===== config.mk =====
export PLATFORM = sky130hd
export DESIGN_NAME = precision_timekeeping_control
export DESIGN_NICKNAME = d
export VERILOG_FILES = /design/src/rtl/log_echo_filter.v /design/src/rtl/diag_sequencer.v /design/src/rtl/precision_timekeeping_control.v
export VERILOG_INCLUDE_DIRS = /design/src /design/src/rtl
export SDC_FILE = /design/constraint.sdc
export NUM_CORES = 1
export LEC_CHECK = 0
export BUFFER_PORTS_ARGS = -buffer_cell sky130_fd_sc_hd__buf_4
export CORE_AREA = 2 2 176 178
export CTS_BUF_LIST = sky130_fd_sc_hd__clkbuf_4 sky130_fd_sc_hd__clkbuf_8
export CTS_CLUSTER_SIZE = 20
export DETAILED_ROUTE_END_ITERATION = 10
export DIE_AREA = 0 0 178 180
export PLACE_DENSITY = 0.55
export SYNTH_ARGS = -nofsm -noshare
export SYNTH_HDL_FRONTEND = slang
export SYNTH_SLANG_ARGS = --single-unit
export TNS_END_PERCENT = 10

===== constraint.sdc =====
create_clock -name I_CLK -period 2.9 [get_ports I_CLK]
set_input_delay 0.435 -clock I_CLK [delete_from_list [all_inputs] [get_ports I_CLK]]
set_output_delay 0.435 -clock I_CLK [all_outputs]
set_load 0.02 [all_outputs]

===== src/rtl/timekeep_defs.vh =====
`ifndef TIMEKEEP_DEFS_VH
`define TIMEKEEP_DEFS_VH
// verbosity levels
`define VERB_DISABLE        2'h0
`define VERB_FATAL_ONLY     2'h1
`define VERB_PROGRESS       2'h2
`define VERB_SERVICE        2'h3
// log message classes
`define LOGC_FATAL          2'h0
`define LOGC_PROGRESS       2'h1
`define LOGC_USER           2'h2
`define LOGC_POWERON        2'h3
// supply status codes
`define SUPPLY_MAINS        2'h0
`define SUPPLY_AUX_DC       2'h1
`define SUPPLY_BATTERY      2'h2
`define SUPPLY_LOW          2'h3
// command codes
`define CMD_VERBOSITY       4'h1
`define CMD_DISPLAY         4'h2
`define CMD_TIME_SET        4'h3
`define CMD_DAY_SET         4'h4
`define CMD_LEAP_LEN        4'h5
`define CMD_LEAP_DAY        4'h6
`define CMD_LEAP_SWITCH     4'h7
`define CMD_SLEW            4'h8
`define CMD_IDLE_SWITCH     4'h9
`define CMD_DIAG_TEST       4'hA
// limits
`define MAX_HOUR            5'h17
`define MAX_MINSEC          6'h3B
`define MAX_DAY             17'h1869F
`define MAX_LEAP_DAY        20'hF423F
`define MAX_TEST_SEL        5'h11
`define ALL_TESTS_SEL       5'h1F
`define TEST_COUNT          5'h12
// slew: 0.5 s in 50 ns steps
`define SLEW_STEP_NS        50
`define SLEW_LIMIT_NS       500000000
`define SLEW_LIMIT_STEPS    24'h989680
// error codes
`define ERR_NONE            9'h000
`define ERR_NOT_STANDBY     9'h0CB
`define ERR_NOT_REMOTE      9'h0C9
`define ERR_RANGE           9'h0DE
// reset values
`define RST_VERBOSITY       2'h2
`define RST_LEAP_LEN        7'h3C
`endif


===== src/rtl/log_echo_filter.v =====
`default_nettype none
`include "timekeep_defs.vh"
module log_echo_filter (
	input  wire       i_clk,
	input  wire       i_rst_b,
	input  wire [1:0] i_level,
	input  wire       i_msg_valid,
	input  wire [1:0] i_msg_class,
	output reg        o_store,
	output reg        o_echo
);
	reg pass;
	always @* begin
		case (i_level)
			`VERB_DISABLE:    pass = 1'b0;
			`VERB_FATAL_ONLY: pass = (i_msg_class == `LOGC_FATAL);
			`VERB_PROGRESS:   pass = (i_msg_class != `LOGC_POWERON);
			default:          pass = 1'b1;
		endcase
	end
	always @(posedge i_clk or negedge i_rst_b) begin
		if (!i_rst_b) begin
			o_store <= 1'b0;
			o_echo  <= 1'b0;
		end else begin
			o_store <= i_msg_valid; // RULE_02
			o_echo  <= i_msg_valid & pass; // RULE_01
		end
	end
endmodule // log_echo_filter
`default_nettype wire


===== src/rtl/diag_sequencer.v =====
`default_nettype none
`include "timekeep_defs.vh"
module diag_sequencer (
	input  wire       i_clk,
	input  wire       i_rst_b,
	input  wire       i_start,
	input  wire [4:0] i_sel,
	input  wire       i_test_done,
	input  wire       i_test_fail,
	output reg        o_test_go,
	output reg  [4:0] o_test_id,
	output reg        o_busy,
	output reg        o_done,
	output reg        o_fail
);
	localparam S_IDLE = 2'h0;
	localparam S_GO   = 2'h1;
	localparam S_WAIT = 2'h2;
	reg [1:0] state_reg;
	reg       all_reg;
	always @(posedge i_clk or negedge i_rst_b) begin
		if (!i_rst_b) begin
			state_reg <= S_IDLE;
			all_reg   <= 1'b0;
			o_test_go <= 1'b0;
			o_test_id <= 5'h00;
			o_busy    <= 1'b0;
			o_done    <= 1'b0;
			o_fail    <= 1'b0;
		end else begin
			o_test_go <= 1'b0;
			o_done    <= 1'b0;
			case (state_reg)
				S_IDLE: begin
					if (i_start) begin
						all_reg   <= (i_sel == `ALL_TESTS_SEL); // RULE_06
						o_test_id <= (i_sel == `ALL_TESTS_SEL) ? 5'h00 : i_sel;
						o_fail    <= 1'b0;
						o_busy    <= 1'b1;
						state_reg <= S_GO;
					end
				end
				S_GO: begin
					o_test_go <= 1'b1;
					state_reg <= S_WAIT;
				end
				S_WAIT: begin
					if (i_test_done) begin
						if (i_test_fail)
							o_fail <= 1'b1; // RULE_07
						if (all_reg && o_test_id != `MAX_TEST_SEL) begin
							o_test_id <= o_test_id + 5'h01; // RULE_06
							state_reg <= S_GO;
						end else begin
							o_busy    <= 1'b0;
							o_done    <= 1'b1;
							state_reg <= S_IDLE;
						end
					end
				end
				default: state_reg <= S_IDLE;
			endcase
		end
	end
endmodule // diag_sequencer
`default_nettype wire


===== src/rtl/precision_timekeeping_control.v =====
// How it works
// RULE_01 - serial echo filtered by level: none, fatal, progress/user, plus power-on
// RULE_02 - every log message is stored regardless of echo level
// RULE_03 - verbosity query answers one of four level codes
// RULE_04 - supply status reported as mains, aux dc, battery or low code
// RULE_05 - diagnostic runs only in standby or fatal state, else error 203
// RULE_06 - test selectors 0..17 run one test; all-ones selector runs all eighteen
// RULE_07 - test result is 0 on pass, 1 if any selected test fails
// RULE_08 - display lit only when enabled and time set; query reports same
// RULE_09 - setting commands execute only in remote mode
// RULE_10 - time set takes hours, minutes, seconds, limits 23, 59, 59
// RULE_11 - general reset command leaves time, day, leap, slew, standby unchanged
// RULE_12 - day number 0..99999 loads the running day counter
// RULE_13 - day counter starts at zero and increments at midnight rollover
// RULE_14 - leap minute length stored; writing it reschedules a pending leap
// RULE_15 - leap day 0..999999; writing it reschedules a pending leap
// RULE_16 - switching leap on schedules with stored values; off cancels
// RULE_17 - leap query answers 1 while pending, else 0
// RULE_18 - leap length query gives pending length, else last stored
// RULE_19 - leap day query gives pending day, else max of stored and current
// RULE_20 - epoch slew is a one-time phase step, +-0.5 s, 50 ns steps
// RULE_21 - standby enable enters standby; disable resumes when permitted
// RULE_22 - standby query answers 1 in standby, else 0
// RULE_23 - seconds advance on 1 pps; carry to minutes and hours, 23 wraps; a tick in the cycle of a valid time or day set is dropped
// RULE_24 - rejected gated commands leave settings unchanged and queue an error
`default_nettype none
`include "timekeep_defs.vh"
module precision_timekeeping_control (
	input  wire        I_CLK,
	input  wire        I_RST_B,
	input  wire        i_remote,
	input  wire        i_cmd_valid,
	input  wire [3:0]  i_cmd_code,
	input  wire [23:0] i_cmd_arg,
	input  wire [5:0]  i_cmd_min,
	input  wire [5:0]  i_cmd_sec,
	input  wire        i_general_reset,
	input  wire        i_pps_tick,
	input  wire        i_fatal_state,
	input  wire        i_resume_ok,
	input  wire [1:0]  i_supply_code,
	input  wire        i_log_valid,
	input  wire [1:0]  i_log_class,
	input  wire        i_test_done,
	input  wire        i_test_fail,
	output reg  [4:0]  o_hours,
	output reg  [5:0]  o_minutes,
	output reg  [5:0]  o_seconds,
	output reg  [16:0] o_day_number,
	output reg  [1:0]  o_verbosity,
	output reg  [1:0]  o_supply_status,
	output reg         o_display_lit,
	output reg         o_leap_pending,
	output reg  [6:0]  o_leap_len_answer,
	output reg  [19:0] o_leap_day_answer,
	output reg         o_slew_strobe,
	output reg  [23:0] o_slew_steps,
	output reg         o_standby,
	output reg         o_log_store,
	output reg         o_log_echo,
	output reg         o_test_go,
	output reg  [4:0]  o_test_id,
	output reg         o_test_result_valid,
	output reg         o_test_result,
	output reg         o_err_valid,
	output reg  [8:0]  o_err_code
);
	reg        disp_en_reg;
	reg        time_set_reg;
	reg [6:0]  leap_len_reg;
	reg [19:0] leap_day_reg;
	reg [6:0]  pend_len_reg;
	reg [19:0] pend_day_reg;
	reg        idle_req_reg;
	reg        diag_start;
	reg [4:0]  diag_sel;
	wire       store_w;
	wire       echo_w;
	wire       seq_go;
	wire [4:0] seq_id;
	wire       seq_busy;
	wire       seq_done;
	wire       seq_fail;

	wire gated = (i_cmd_code == `CMD_VERBOSITY) || (i_cmd_code == `CMD_DISPLAY) ||
		(i_cmd_code == `CMD_TIME_SET) || (i_cmd_code == `CMD_DAY_SET) ||
		(i_cmd_code == `CMD_SLEW) || (i_cmd_code == `CMD_IDLE_SWITCH);
	wire accept = i_cmd_valid & (~gated | i_remote); // RULE_09
	wire [23:0] slew_mag = i_cmd_arg[23] ? (~i_cmd_arg + 24'h000001) : i_cmd_arg;
	wire slew_ok = (slew_mag <= `SLEW_LIMIT_STEPS);
	wire time_ok = (i_cmd_arg[4:0] <= `MAX_HOUR) && (i_cmd_min <= `MAX_MINSEC) &&
		(i_cmd_sec <= `MAX_MINSEC);
	wire sec_wrap  = (o_seconds == `MAX_MINSEC);
	wire min_wrap  = sec_wrap && (o_minutes == `MAX_MINSEC);
	wire midnight  = min_wrap && (o_hours == `MAX_HOUR);
	wire [19:0] cur_day = {3'h0, o_day_number};

	log_echo_filter u_log (
		.i_clk       (I_CLK),
		.i_rst_b     (I_RST_B),
		.i_level     (o_verbosity),
		.i_msg_valid (i_log_valid),
		.i_msg_class (i_log_class),
		.o_store     (store_w),
		.o_echo      (echo_w)
	);

	diag_sequencer u_diag (
		.i_clk       (I_CLK),
		.i_rst_b     (I_RST_B),
		.i_start     (diag_start),
		.i_sel       (diag_sel),
		.i_test_done (i_test_done),
		.i_test_fail (i_test_fail),
		.o_test_go   (seq_go),
		.o_test_id   (seq_id),
		.o_busy      (seq_busy),
		.o_done      (seq_done),
		.o_fail      (seq_fail)
	);

	// error queue entry and diagnostic launch
	always @(posedge I_CLK or negedge I_RST_B) begin
		if (!I_RST_B) begin
			o_err_valid <= 1'b0;
			o_err_code  <= `ERR_NONE;
			diag_start  <= 1'b0;
			diag_sel    <= 5'h00;
		end else begin
			o_err_valid <= 1'b0;
			diag_start  <= 1'b0;
			if (i_cmd_valid && gated && !i_remote) begin
				o_err_valid <= 1'b1; // RULE_24
				o_err_code  <= `ERR_NOT_REMOTE;
			end else if (accept && i_cmd_code == `CMD_DIAG_TEST) begin
				if (!(o_standby || i_fatal_state)) begin
					o_err_valid <= 1'b1; // RULE_05
					o_err_code  <= `ERR_NOT_STANDBY;
				end else if ((i_cmd_arg[4:0] > `MAX_TEST_SEL &&
					i_cmd_arg[4:0] != `ALL_TESTS_SEL) || seq_busy) begin
					o_err_valid <= 1'b1;
					o_err_code  <= `ERR_RANGE;
				end else begin
					diag_start <= 1'b1; // RULE_05
					diag_sel   <= i_cmd_arg[4:0]; // RULE_06
				end
			end else if (accept && ((i_cmd_code == `CMD_TIME_SET && !time_ok) ||
				(i_cmd_code == `CMD_DAY_SET && i_cmd_arg[16:0] > `MAX_DAY) ||
				(i_cmd_code == `CMD_LEAP_DAY && i_cmd_arg[19:0] > `MAX_LEAP_DAY) ||
				(i_cmd_code == `CMD_SLEW && !slew_ok))) begin
				o_err_valid <= 1'b1;
				o_err_code  <= `ERR_RANGE;
			end
		end
	end

	// time of day and day counter; the general reset input is never looked at here
	always @(posedge I_CLK or negedge I_RST_B) begin
		if (!I_RST_B) begin
			o_hours      <= 5'h00;
			o_minutes    <= 6'h00;
			o_seconds    <= 6'h00;
			o_day_number <= 17'h00000; // RULE_13
			time_set_reg <= 1'b0;
		end else if (accept && i_cmd_code == `CMD_TIME_SET && time_ok) begin
			o_hours      <= i_cmd_arg[4:0]; // RULE_10
			o_minutes    <= i_cmd_min;
			o_seconds    <= i_cmd_sec;
			time_set_reg <= 1'b1;
		end else if (accept && i_cmd_code == `CMD_DAY_SET &&
			i_cmd_arg[16:0] <= `MAX_DAY) begin
			o_day_number <= i_cmd_arg[16:0]; // RULE_12
		end else if (i_pps_tick) begin
			o_seconds <= sec_wrap ? 6'h00 : o_seconds + 6'h01; // RULE_23
			if (sec_wrap)
				o_minutes <= min_wrap ? 6'h00 : o_minutes + 6'h01;
			if (min_wrap)
				o_hours <= midnight ? 5'h00 : o_hours + 5'h01;
			if (midnight)
				o_day_number <= o_day_number + 17'h00001; // RULE_13
		end
	end

	// leap second scheduling; ungated because these commands carry no mode condition
	always @(posedge I_CLK or negedge I_RST_B) begin
		if (!I_RST_B) begin
			leap_len_reg   <= `RST_LEAP_LEN;
			leap_day_reg   <= 20'h00000;
			pend_len_reg   <= `RST_LEAP_LEN;
			pend_day_reg   <= 20'h00000;
			o_leap_pending <= 1'b0;
		end else if (accept) begin
			case (i_cmd_code)
				`CMD_LEAP_LEN: begin
					leap_len_reg <= i_cmd_arg[6:0]; // RULE_14
					if (o_leap_pending)
						pend_len_reg <= i_cmd_arg[6:0]; // RULE_14
				end
				`CMD_LEAP_DAY: begin
					if (i_cmd_arg[19:0] <= `MAX_LEAP_DAY) begin
						leap_day_reg <= i_cmd_arg[19:0]; // RULE_15
						if (o_leap_pending)
							pend_day_reg <= i_cmd_arg[19:0]; // RULE_15
					end
				end
				`CMD_LEAP_SWITCH: begin
					o_leap_pending <= i_cmd_arg[0]; // RULE_16
					if (i_cmd_arg[0]) begin
						pend_len_reg <= leap_len_reg; // RULE_16
						pend_day_reg <= leap_day_reg;
					end
				end
				default: o_leap_pending <= o_leap_pending; // RULE_17
			endcase
		end
	end

	// settings, standby and slew
	always @(posedge I_CLK or negedge I_RST_B) begin
		if (!I_RST_B) begin
			o_verbosity   <= `RST_VERBOSITY;
			disp_en_reg   <= 1'b0;
			idle_req_reg  <= 1'b0;
			o_standby     <= 1'b0; // RULE_22
			o_slew_strobe <= 1'b0;
			o_slew_steps  <= 24'h000000;
		end else begin
			o_slew_strobe <= 1'b0;
			if (accept && i_cmd_code == `CMD_VERBOSITY)
				o_verbosity <= i_cmd_arg[1:0]; // RULE_03
			if (accept && i_cmd_code == `CMD_DISPLAY)
				disp_en_reg <= i_cmd_arg[0];
			if (accept && i_cmd_code == `CMD_IDLE_SWITCH)
				idle_req_reg <= i_cmd_arg[0];
			if (accept && i_cmd_code == `CMD_SLEW && slew_ok) begin
				o_slew_strobe <= 1'b1; // RULE_20
				o_slew_steps  <= i_cmd_arg;
			end
			// leaving standby waits for the plant to permit normal running
			if (idle_req_reg)
				o_standby <= 1'b1; // RULE_21
			else if (i_resume_ok)
				o_standby <= 1'b0; // RULE_21
		end
	end

	// status answers, all registered
	always @(posedge I_CLK or negedge I_RST_B) begin
		if (!I_RST_B) begin
			o_supply_status     <= `SUPPLY_MAINS;
			o_display_lit       <= 1'b0;
			o_leap_len_answer   <= `RST_LEAP_LEN;
			o_leap_day_answer   <= 20'h00000;
			o_log_store         <= 1'b0;
			o_log_echo          <= 1'b0;
			o_test_go           <= 1'b0;
			o_test_id           <= 5'h00;
			o_test_result_valid <= 1'b0;
			o_test_result       <= 1'b0;
		end else begin
			o_supply_status   <= i_supply_code; // RULE_04
			o_display_lit     <= disp_en_reg & time_set_reg; // RULE_08
			o_leap_len_answer <= o_leap_pending ? pend_len_reg : leap_len_reg; // RULE_18
			if (o_leap_pending)
				o_leap_day_answer <= pend_day_reg; // RULE_19
			else
				o_leap_day_answer <= (leap_day_reg > cur_day) ? leap_day_reg : cur_day;
			o_log_store         <= store_w; // RULE_02
			o_log_echo          <= echo_w; // RULE_01
			o_test_go           <= seq_go;
			o_test_id           <= seq_id;
			o_test_result_valid <= seq_done;
			if (seq_done)
				o_test_result <= seq_fail; // RULE_07
		end
	end

	wire unused_ok = i_general_reset; // RULE_11
endmodule // precision_timekeeping_control
`default_nettype wire


Word-level counts from Yosys, hierarchy flattened
Cells that the tools add are included.

cells by class
  bitwise operators = 9
  magnitude comparators = 10
  equal/unequal tests = 32
  $add $sub $neg = 6
  reduce and logical (&&, ||, !) cells = 65
  mux-type cells = 67

operator list
  operator                                                number
  two-way mux 20 bit                                      5
  two-way mux 6 bit                                       9
  two-way mux 17 bit                                      3
  two-way mux 5 bit                                       9
  two-way mux 9 bit                                       5
  one-hot mux 20 bit (2 select lines)                     1
  adder 24 x 1 -> 24 bit (second input constant)          1
  <= comparator 24 bit (second input constant)            1
  two-way mux 24 bit                                      1
  NOT 24 bit                                              1
  logical AND 1 bit                                       23
  two-way mux 1 bit                                       23
  two-way mux 7 bit                                       3
  greater-than comparator 20 x 17 -> 1 bit                1
  greater-than comparator 20 bit (second input constant)  1
  <= comparator 20 bit (second input constant)            1
  AND reduction 4 bit                                     5
  inequality test 2 bit (second input constant)           9
  nonzero test 2 bit                                      9
  adder 17 x 1 -> 17 bit (second input constant)          1
  greater-than comparator 17 bit (second input constant)  1
  <= comparator 17 bit (second input constant)            1
  equality test 4 x 3 -> 1 bit (second input constant)    4
  one-hot mux 7 bit (2 select lines)                      1
  other kinds (30)                                        70

storage, ports and cells
  input port bits = 55
  output and inout bits = 113
  register bits = 190

Depth between registers and ports, before layout
  word-level depth = 13
  mapped depth = 10
  mapped depth without buffers = 8

By module
A second synthesis with hierarchy kept.

unflattened totals
  cell total of the unflattened synthesis = 909
  area total of the unflattened synthesis = 9292.7 um2

modules (own cells, without submodules)
  module                         cells each  area an instance (um2)  instances  sequential area each (um2)
  precision_timekeeping_control  831         8538.2                  1          4295.4
  diag_sequencer                 71          671.9                   1          300.3
  log_echo_filter                7           82.6                    1          50.0

Worst setup path before layout
No wires, ideal clock.

  kind = register to register
  start point = register o_day_number[11]
  end point = register o_leap_day_answer[10]
  library setup time = 126 ps
  buffers on the path = 1
  path slack = 497 ps
  cell stages (with the launch flop) = 10
  arrival time = 2277 ps
  cell sequence = dfrtp_1 inv_1 ha_1 a2111oi_0 o221ai_1 o211ai_1 o211a_1 nor3_2 buf_6 a221o_1

on the way
  word-level cells in the longest chain between the ends = 3

ends and longest elaborated chain
  item                                      line                                 text
  from (decl)                               precision_timekeeping_control.v:49   output reg [16:0] o_day_number,
  from (signal assigned)                    precision_timekeeping_control.v:172  o_day_number <= i_cmd_arg[16:0];
  from (signal assigned)                    precision_timekeeping_control.v:180  o_day_number <= o_day_number + 17'h00001;
  greater-than comparator 20 x 17 -> 1 bit  precision_timekeeping_control.v:267  o_leap_day_answer <= (leap_day_reg > cur_day) ? leap_day_reg : cur_day;
  two-way mux 20 bit                        precision_timekeeping_control.v:267
  two-way mux 20 bit                        precision_timekeeping_control.v:264  if (o_leap_pending)
  to (signal assigned)                      precision_timekeeping_control.v:265  o_leap_day_answer <= pend_day_reg;
  to (signal assigned)                      precision_timekeeping_control.v:267
  to (decl)                                 precision_timekeeping_control.v:55   output reg [19:0] o_leap_day_answer,

No other way between the ends.
A chain may end at the register's enable or synchronous reset.

Worst setup path after layout
  start point = register o_day_number[11]
  end point = register o_leap_day_answer[3]

Same word-level chain as after synthesis.

==> load_flow_metrics.sql <==
INSERT INTO impl_metrics (metric_group, metric, value, unit) VALUES
('final_layout', 'area_growth', '24.0', '%'),
('placement', 'post_dp_hpwl', '18000', 'µm'),
('clock_network', 'tritoncts', 'built', ''),
('synthesis', 'ys_seq_elements', '185', ''),
('drt', 'finalWirelength', '25900', 'µm'),
('clock_network', 'cts-buffers-inserted', '17', ''),
('timing', 'highest_attainable_clock_frequency', '378', 'MHz'),
('synthesis', 'synth_simple_gate_area_share', '15.9', '%'),
('synthesis', 'synthMostInstantiatedCell', 'sky130_fd_sc_hd__dfrtp_1', ''),
('clock_network', 'htree_levels', '4', ''),
('setup_path', 'start_kind', 'register', ''),
('power_and_ir_drop', 'power_density', '779', 'nW/µm²'),
('synthesis', 'yosys-top-cells-area', 'sky130_fd_sc_hd__dfrtp_1, sky130_fd_sc_hd__mux2_2, sky130_fd_sc_hd__dfstp_2, sky130_fd_sc_hd__nand2_1, sky130_fd_sc_hd__ha_1', ''),
('setup_path', 'required_arrival_time_at_the_worst_endpoint', '3.24', 'ns'),
('placement', 'weighted_congestion_at_the_end_of_routability_driven_global_placement', '0.845', ''),
('global_routing', 'global_route.overflow_total', '0', ''),
('clock_network', 'max-clock-path-buffers', '2', ''),
('synthesis', 'syn_area_per_cell', '10.7', 'µm²'),
('timing', 'worst_slew_pin_slew', '0.739', 'ns'),
('global_routing', 'antenna_found_initial', '0', ''),
('setup_path', 'setup.worst_path.end_class', 'register', ''),
('timing', 'final_period_minus_worst_setup_slack', '2.65', 'ns'),
('setup_path', 'slowest_stage_delay_cp', '0.46', 'ns'),
('drt', 'wire_per_inst', '18.5', 'µm'),
('clock_network', 'cts-root-buf', 'sky130_fd_sc_hd__clkbuf_8', ''),
('drt', 'drt_drc_violations_left', '0', ''),
('synthesis', 'synth_cell_types', '70', ''),
('synthesis', 'yosys.area_share.adder', '3.24', '%'),
('drt', 'antenna_violating_nets_post_route', '0', ''),
('timing', 'final_max_slew_viol_count', '0', ''),
('synthesis', 'synth_top_flop_cell', 'sky130_fd_sc_hd__dfrtp_1', ''),
('synthesis', 'synth.top_cells.by_count', 'sky130_fd_sc_hd__dfrtp_1, sky130_fd_sc_hd__nand2_1, sky130_fd_sc_hd__mux2_2, sky130_fd_sc_hd__nor2_1', ''),
('timing', 'hold_violations', '0', ''),
('setup_path', 'cp_slowest_cell', 'sky130_fd_sc_hd__dfrtp_1', ''),
('global_routing', 'grt.total_usage', '16.3', '%'),
('floorplanning', 'design.die.area', '32000', 'µm²'),
('global_routing', 'maximum_number_of_pins_on_one_net_before_global_route_repair', '66', ''),
('final_layout', 'ff_latch_area', '4650', 'µm²'),
('timing', 'setup_viol_count_final', '0', ''),
('floorplanning', 'placementRows', '64', ''),
('final_layout', 'multiInputGateArea', '3880', 'µm²'),
('final_layout', 'finish.instance_area', '11000', 'µm²'),
('global_routing', 'grt_first_pass_wirelength', '40600', 'µm'),
('synthesis', 'synth.cell_area', '8880', 'µm²'),
('synthesis', 'sequential_area_share_after_synthesis', '52.3', '%'),
('final_layout', 'antenna_cells_inserted', '0', ''),
('synthesis', 'synth_top_family_by_area', 'simple AND/OR/NAND/NOR gates', ''),
('run_status', 'status', 'finished clean', ''),
('clock_network', 'cts.reportedPaths.clkPinSlew', '0.13', 'ns'),
('power_and_ir_drop', 'design_power', '8.58', 'mW'),
('final_layout', 'final.fill_count', '3018', ''),
('synthesis', 'share_of_the_synthesized_area_in_compound_gates_ao_oa_aoi_oai', '14.7', '%'),
('timing', 'rsz0062_at_grt', 'false', ''),
('floorplanning', 'core_area', '30200', 'µm²'),
('placement', 'post_dp_cell_area', '10600', 'µm²'),
('drt', 'first_pass_iters', '5', ''),
('timing', 'slew_headroom', '50.8', '%'),
('job', 'timing.max_cap.violations', '0', ''),
('drt', 'via_count', '7129', ''),
('setup_path', 'cp_top_family', 'compound AO/OA/AOI/OAI gates', ''),
('clock_network', 'insertion_delay', '0.48', 'ns'),
('timing', 'worst_hold_slack', '0.0622', 'ns'),
('floorplanning', 'io_pins', '168', ''),
('synthesis', 'synth.area.mux_share', '9.11', '%'),
('drt', 'drt-initial-drc-count', '371', ''),
('clock_network', 'tritoncts_num_sinks', '185', ''),
('timing', 'setup-tns-final', '0', 'ns'),
('clock_network', 'post-cts-setup-buffers', '0', ''),
('floorplanning', 'die_w', '178', 'µm'),
('synthesis', 'yosysTopAreaCell', 'sky130_fd_sc_hd__dfrtp_1', ''),
('global_routing', 'first_global_vias', '7023', '');
[final timing paths]
kind                       cells past startpoint                   end             start  slack, ns
hold / removal                                 1    o_supply_status[1]  i_supply_code[1]       0.06
setup / recovery                               9  o_leap_day_answer[3]  o_day_number[11]       0.25
max in group asynchronous                      3       pend_day_reg[4]           I_RST_B       1.64
setup reg to reg                               9  o_leap_day_answer[3]  o_day_number[11]       0.25
hold reg to reg                                0            o_log_echo      u_log.o_echo       0.36
min in group asynchronous                      2      u_diag.o_test_go           I_RST_B       0.50
[stage by stage]
| stage | setup WS [ns] | instances | util (%) |
|---|---|---|---|
| final | 0.253 | 1401 | 36.5 |
| after global routing | 0.0522 | 1401 | 36.5 |
| after CTS | 0.139 | 1401 | 36.5 |
| after detailed placement | 0.199 | 1369 | 35.1 |
| after global placement | 0.226 | 1369 | 35.1 |
| after floorplan | 0.497 | 834 | - |
[per-layer routing]
metal	track usage, %	share of wire, %	vias to the layer above
li1	-	-	3353
met3	2.81	4.4	36
met4	5.38	2.2	0
met2	25.9	47	195
met5	0	0	-
met1	22.5	47	3545
[kinds of logic after synthesis]
group                    after synthesis
multiplexers                          72
AND/OR/NAND/NOR                      274
AO/OA/AOI/OAI                        192
other                                  1
flip-flops                           185
adder cells (fa/ha/maj)               23
buffers and inverters                 81
XOR/XNOR                               5
[layout make-up]
type | instances | share of cell area [%]
flip-flops and latches | 185 | 42.2
clock inverters | 14 | 1.42
multi-input cells | 568 | 35.2
inverters | 28 | 0.954
well taps | 396 | 4.50
clock buffers | 17 | 2.12
repair buffers | 193 | 13.6
[where the power goes]
group | switching (mW) | internal, mW
clock network | 1.13 | 0.646
logic | 1.55 | 1.36
registers | 0.565 | 3.32
total | 3.24 | 5.33
[worst register-to-register path: stages, from the launching register on]
cell                        delay (ns)
sky130_fd_sc_hd__dfrtp_1          0.46
sky130_fd_sc_hd__inv_1            0.11
sky130_fd_sc_hd__ha_1             0.35
sky130_fd_sc_hd__a2111oi_2        0.31
sky130_fd_sc_hd__o221ai_1         0.17
sky130_fd_sc_hd__o211ai_1         0.13
sky130_fd_sc_hd__o211a_1          0.21
sky130_fd_sc_hd__nor3_2           0.11
sky130_fd_sc_hd__buf_4            0.26
sky130_fd_sc_hd__a221o_2          0.40
[repair_timing]
action / CTS / global route
hold endpoints to repair: 50 / 0
hold buffers: 1 / 0
endpoints found under the setup margin: 0 / 11
resized for setup: 0 / 2
[cell usage in the layout (no fill, tap or decap), types with 5 or more instances in the layout]
| cell | n |
|---|---|
| sky130_fd_sc_hd__a31oi_1 | 36 |
| sky130_fd_sc_hd__or3_1 | 8 |
| sky130_fd_sc_hd__a21oi_1 | 35 |
| sky130_fd_sc_hd__inv_1 | 28 |
| sky130_fd_sc_hd__o211ai_1 | 6 |
| sky130_fd_sc_hd__nand2_1 | 77 |
| sky130_fd_sc_hd__a2bb2oi_1 | 5 |
| sky130_fd_sc_hd__nor3_1 | 12 |
| sky130_fd_sc_hd__nor2_1 | 57 |
| sky130_fd_sc_hd__a221o_1 | 10 |
| sky130_fd_sc_hd__o21a_1 | 5 |
| sky130_fd_sc_hd__a221o_2 | 7 |
| sky130_fd_sc_hd__dfstp_2 | 13 |
| sky130_fd_sc_hd__nand3_1 | 23 |
| sky130_fd_sc_hd__o22ai_1 | 10 |
| sky130_fd_sc_hd__o21ai_0 | 34 |
| sky130_fd_sc_hd__dfrtp_1 | 172 |
| sky130_fd_sc_hd__inv_6 | 5 |
| sky130_fd_sc_hd__a21o_1 | 8 |
| sky130_fd_sc_hd__nor2b_1 | 10 |
| sky130_fd_sc_hd__and3_1 | 10 |
| sky130_fd_sc_hd__clkbuf_8 | 18 |
| sky130_fd_sc_hd__buf_4 | 188 |
| sky130_fd_sc_hd__nand4_1 | 20 |
| sky130_fd_sc_hd__mux2_2 | 71 |
| sky130_fd_sc_hd__ha_1 | 23 |
| sky130_fd_sc_hd__and2_1 | 25 |
| sky130_fd_sc_hd__or4_1 | 5 |
No activity file was read; power rests on OpenSTA's default activity.
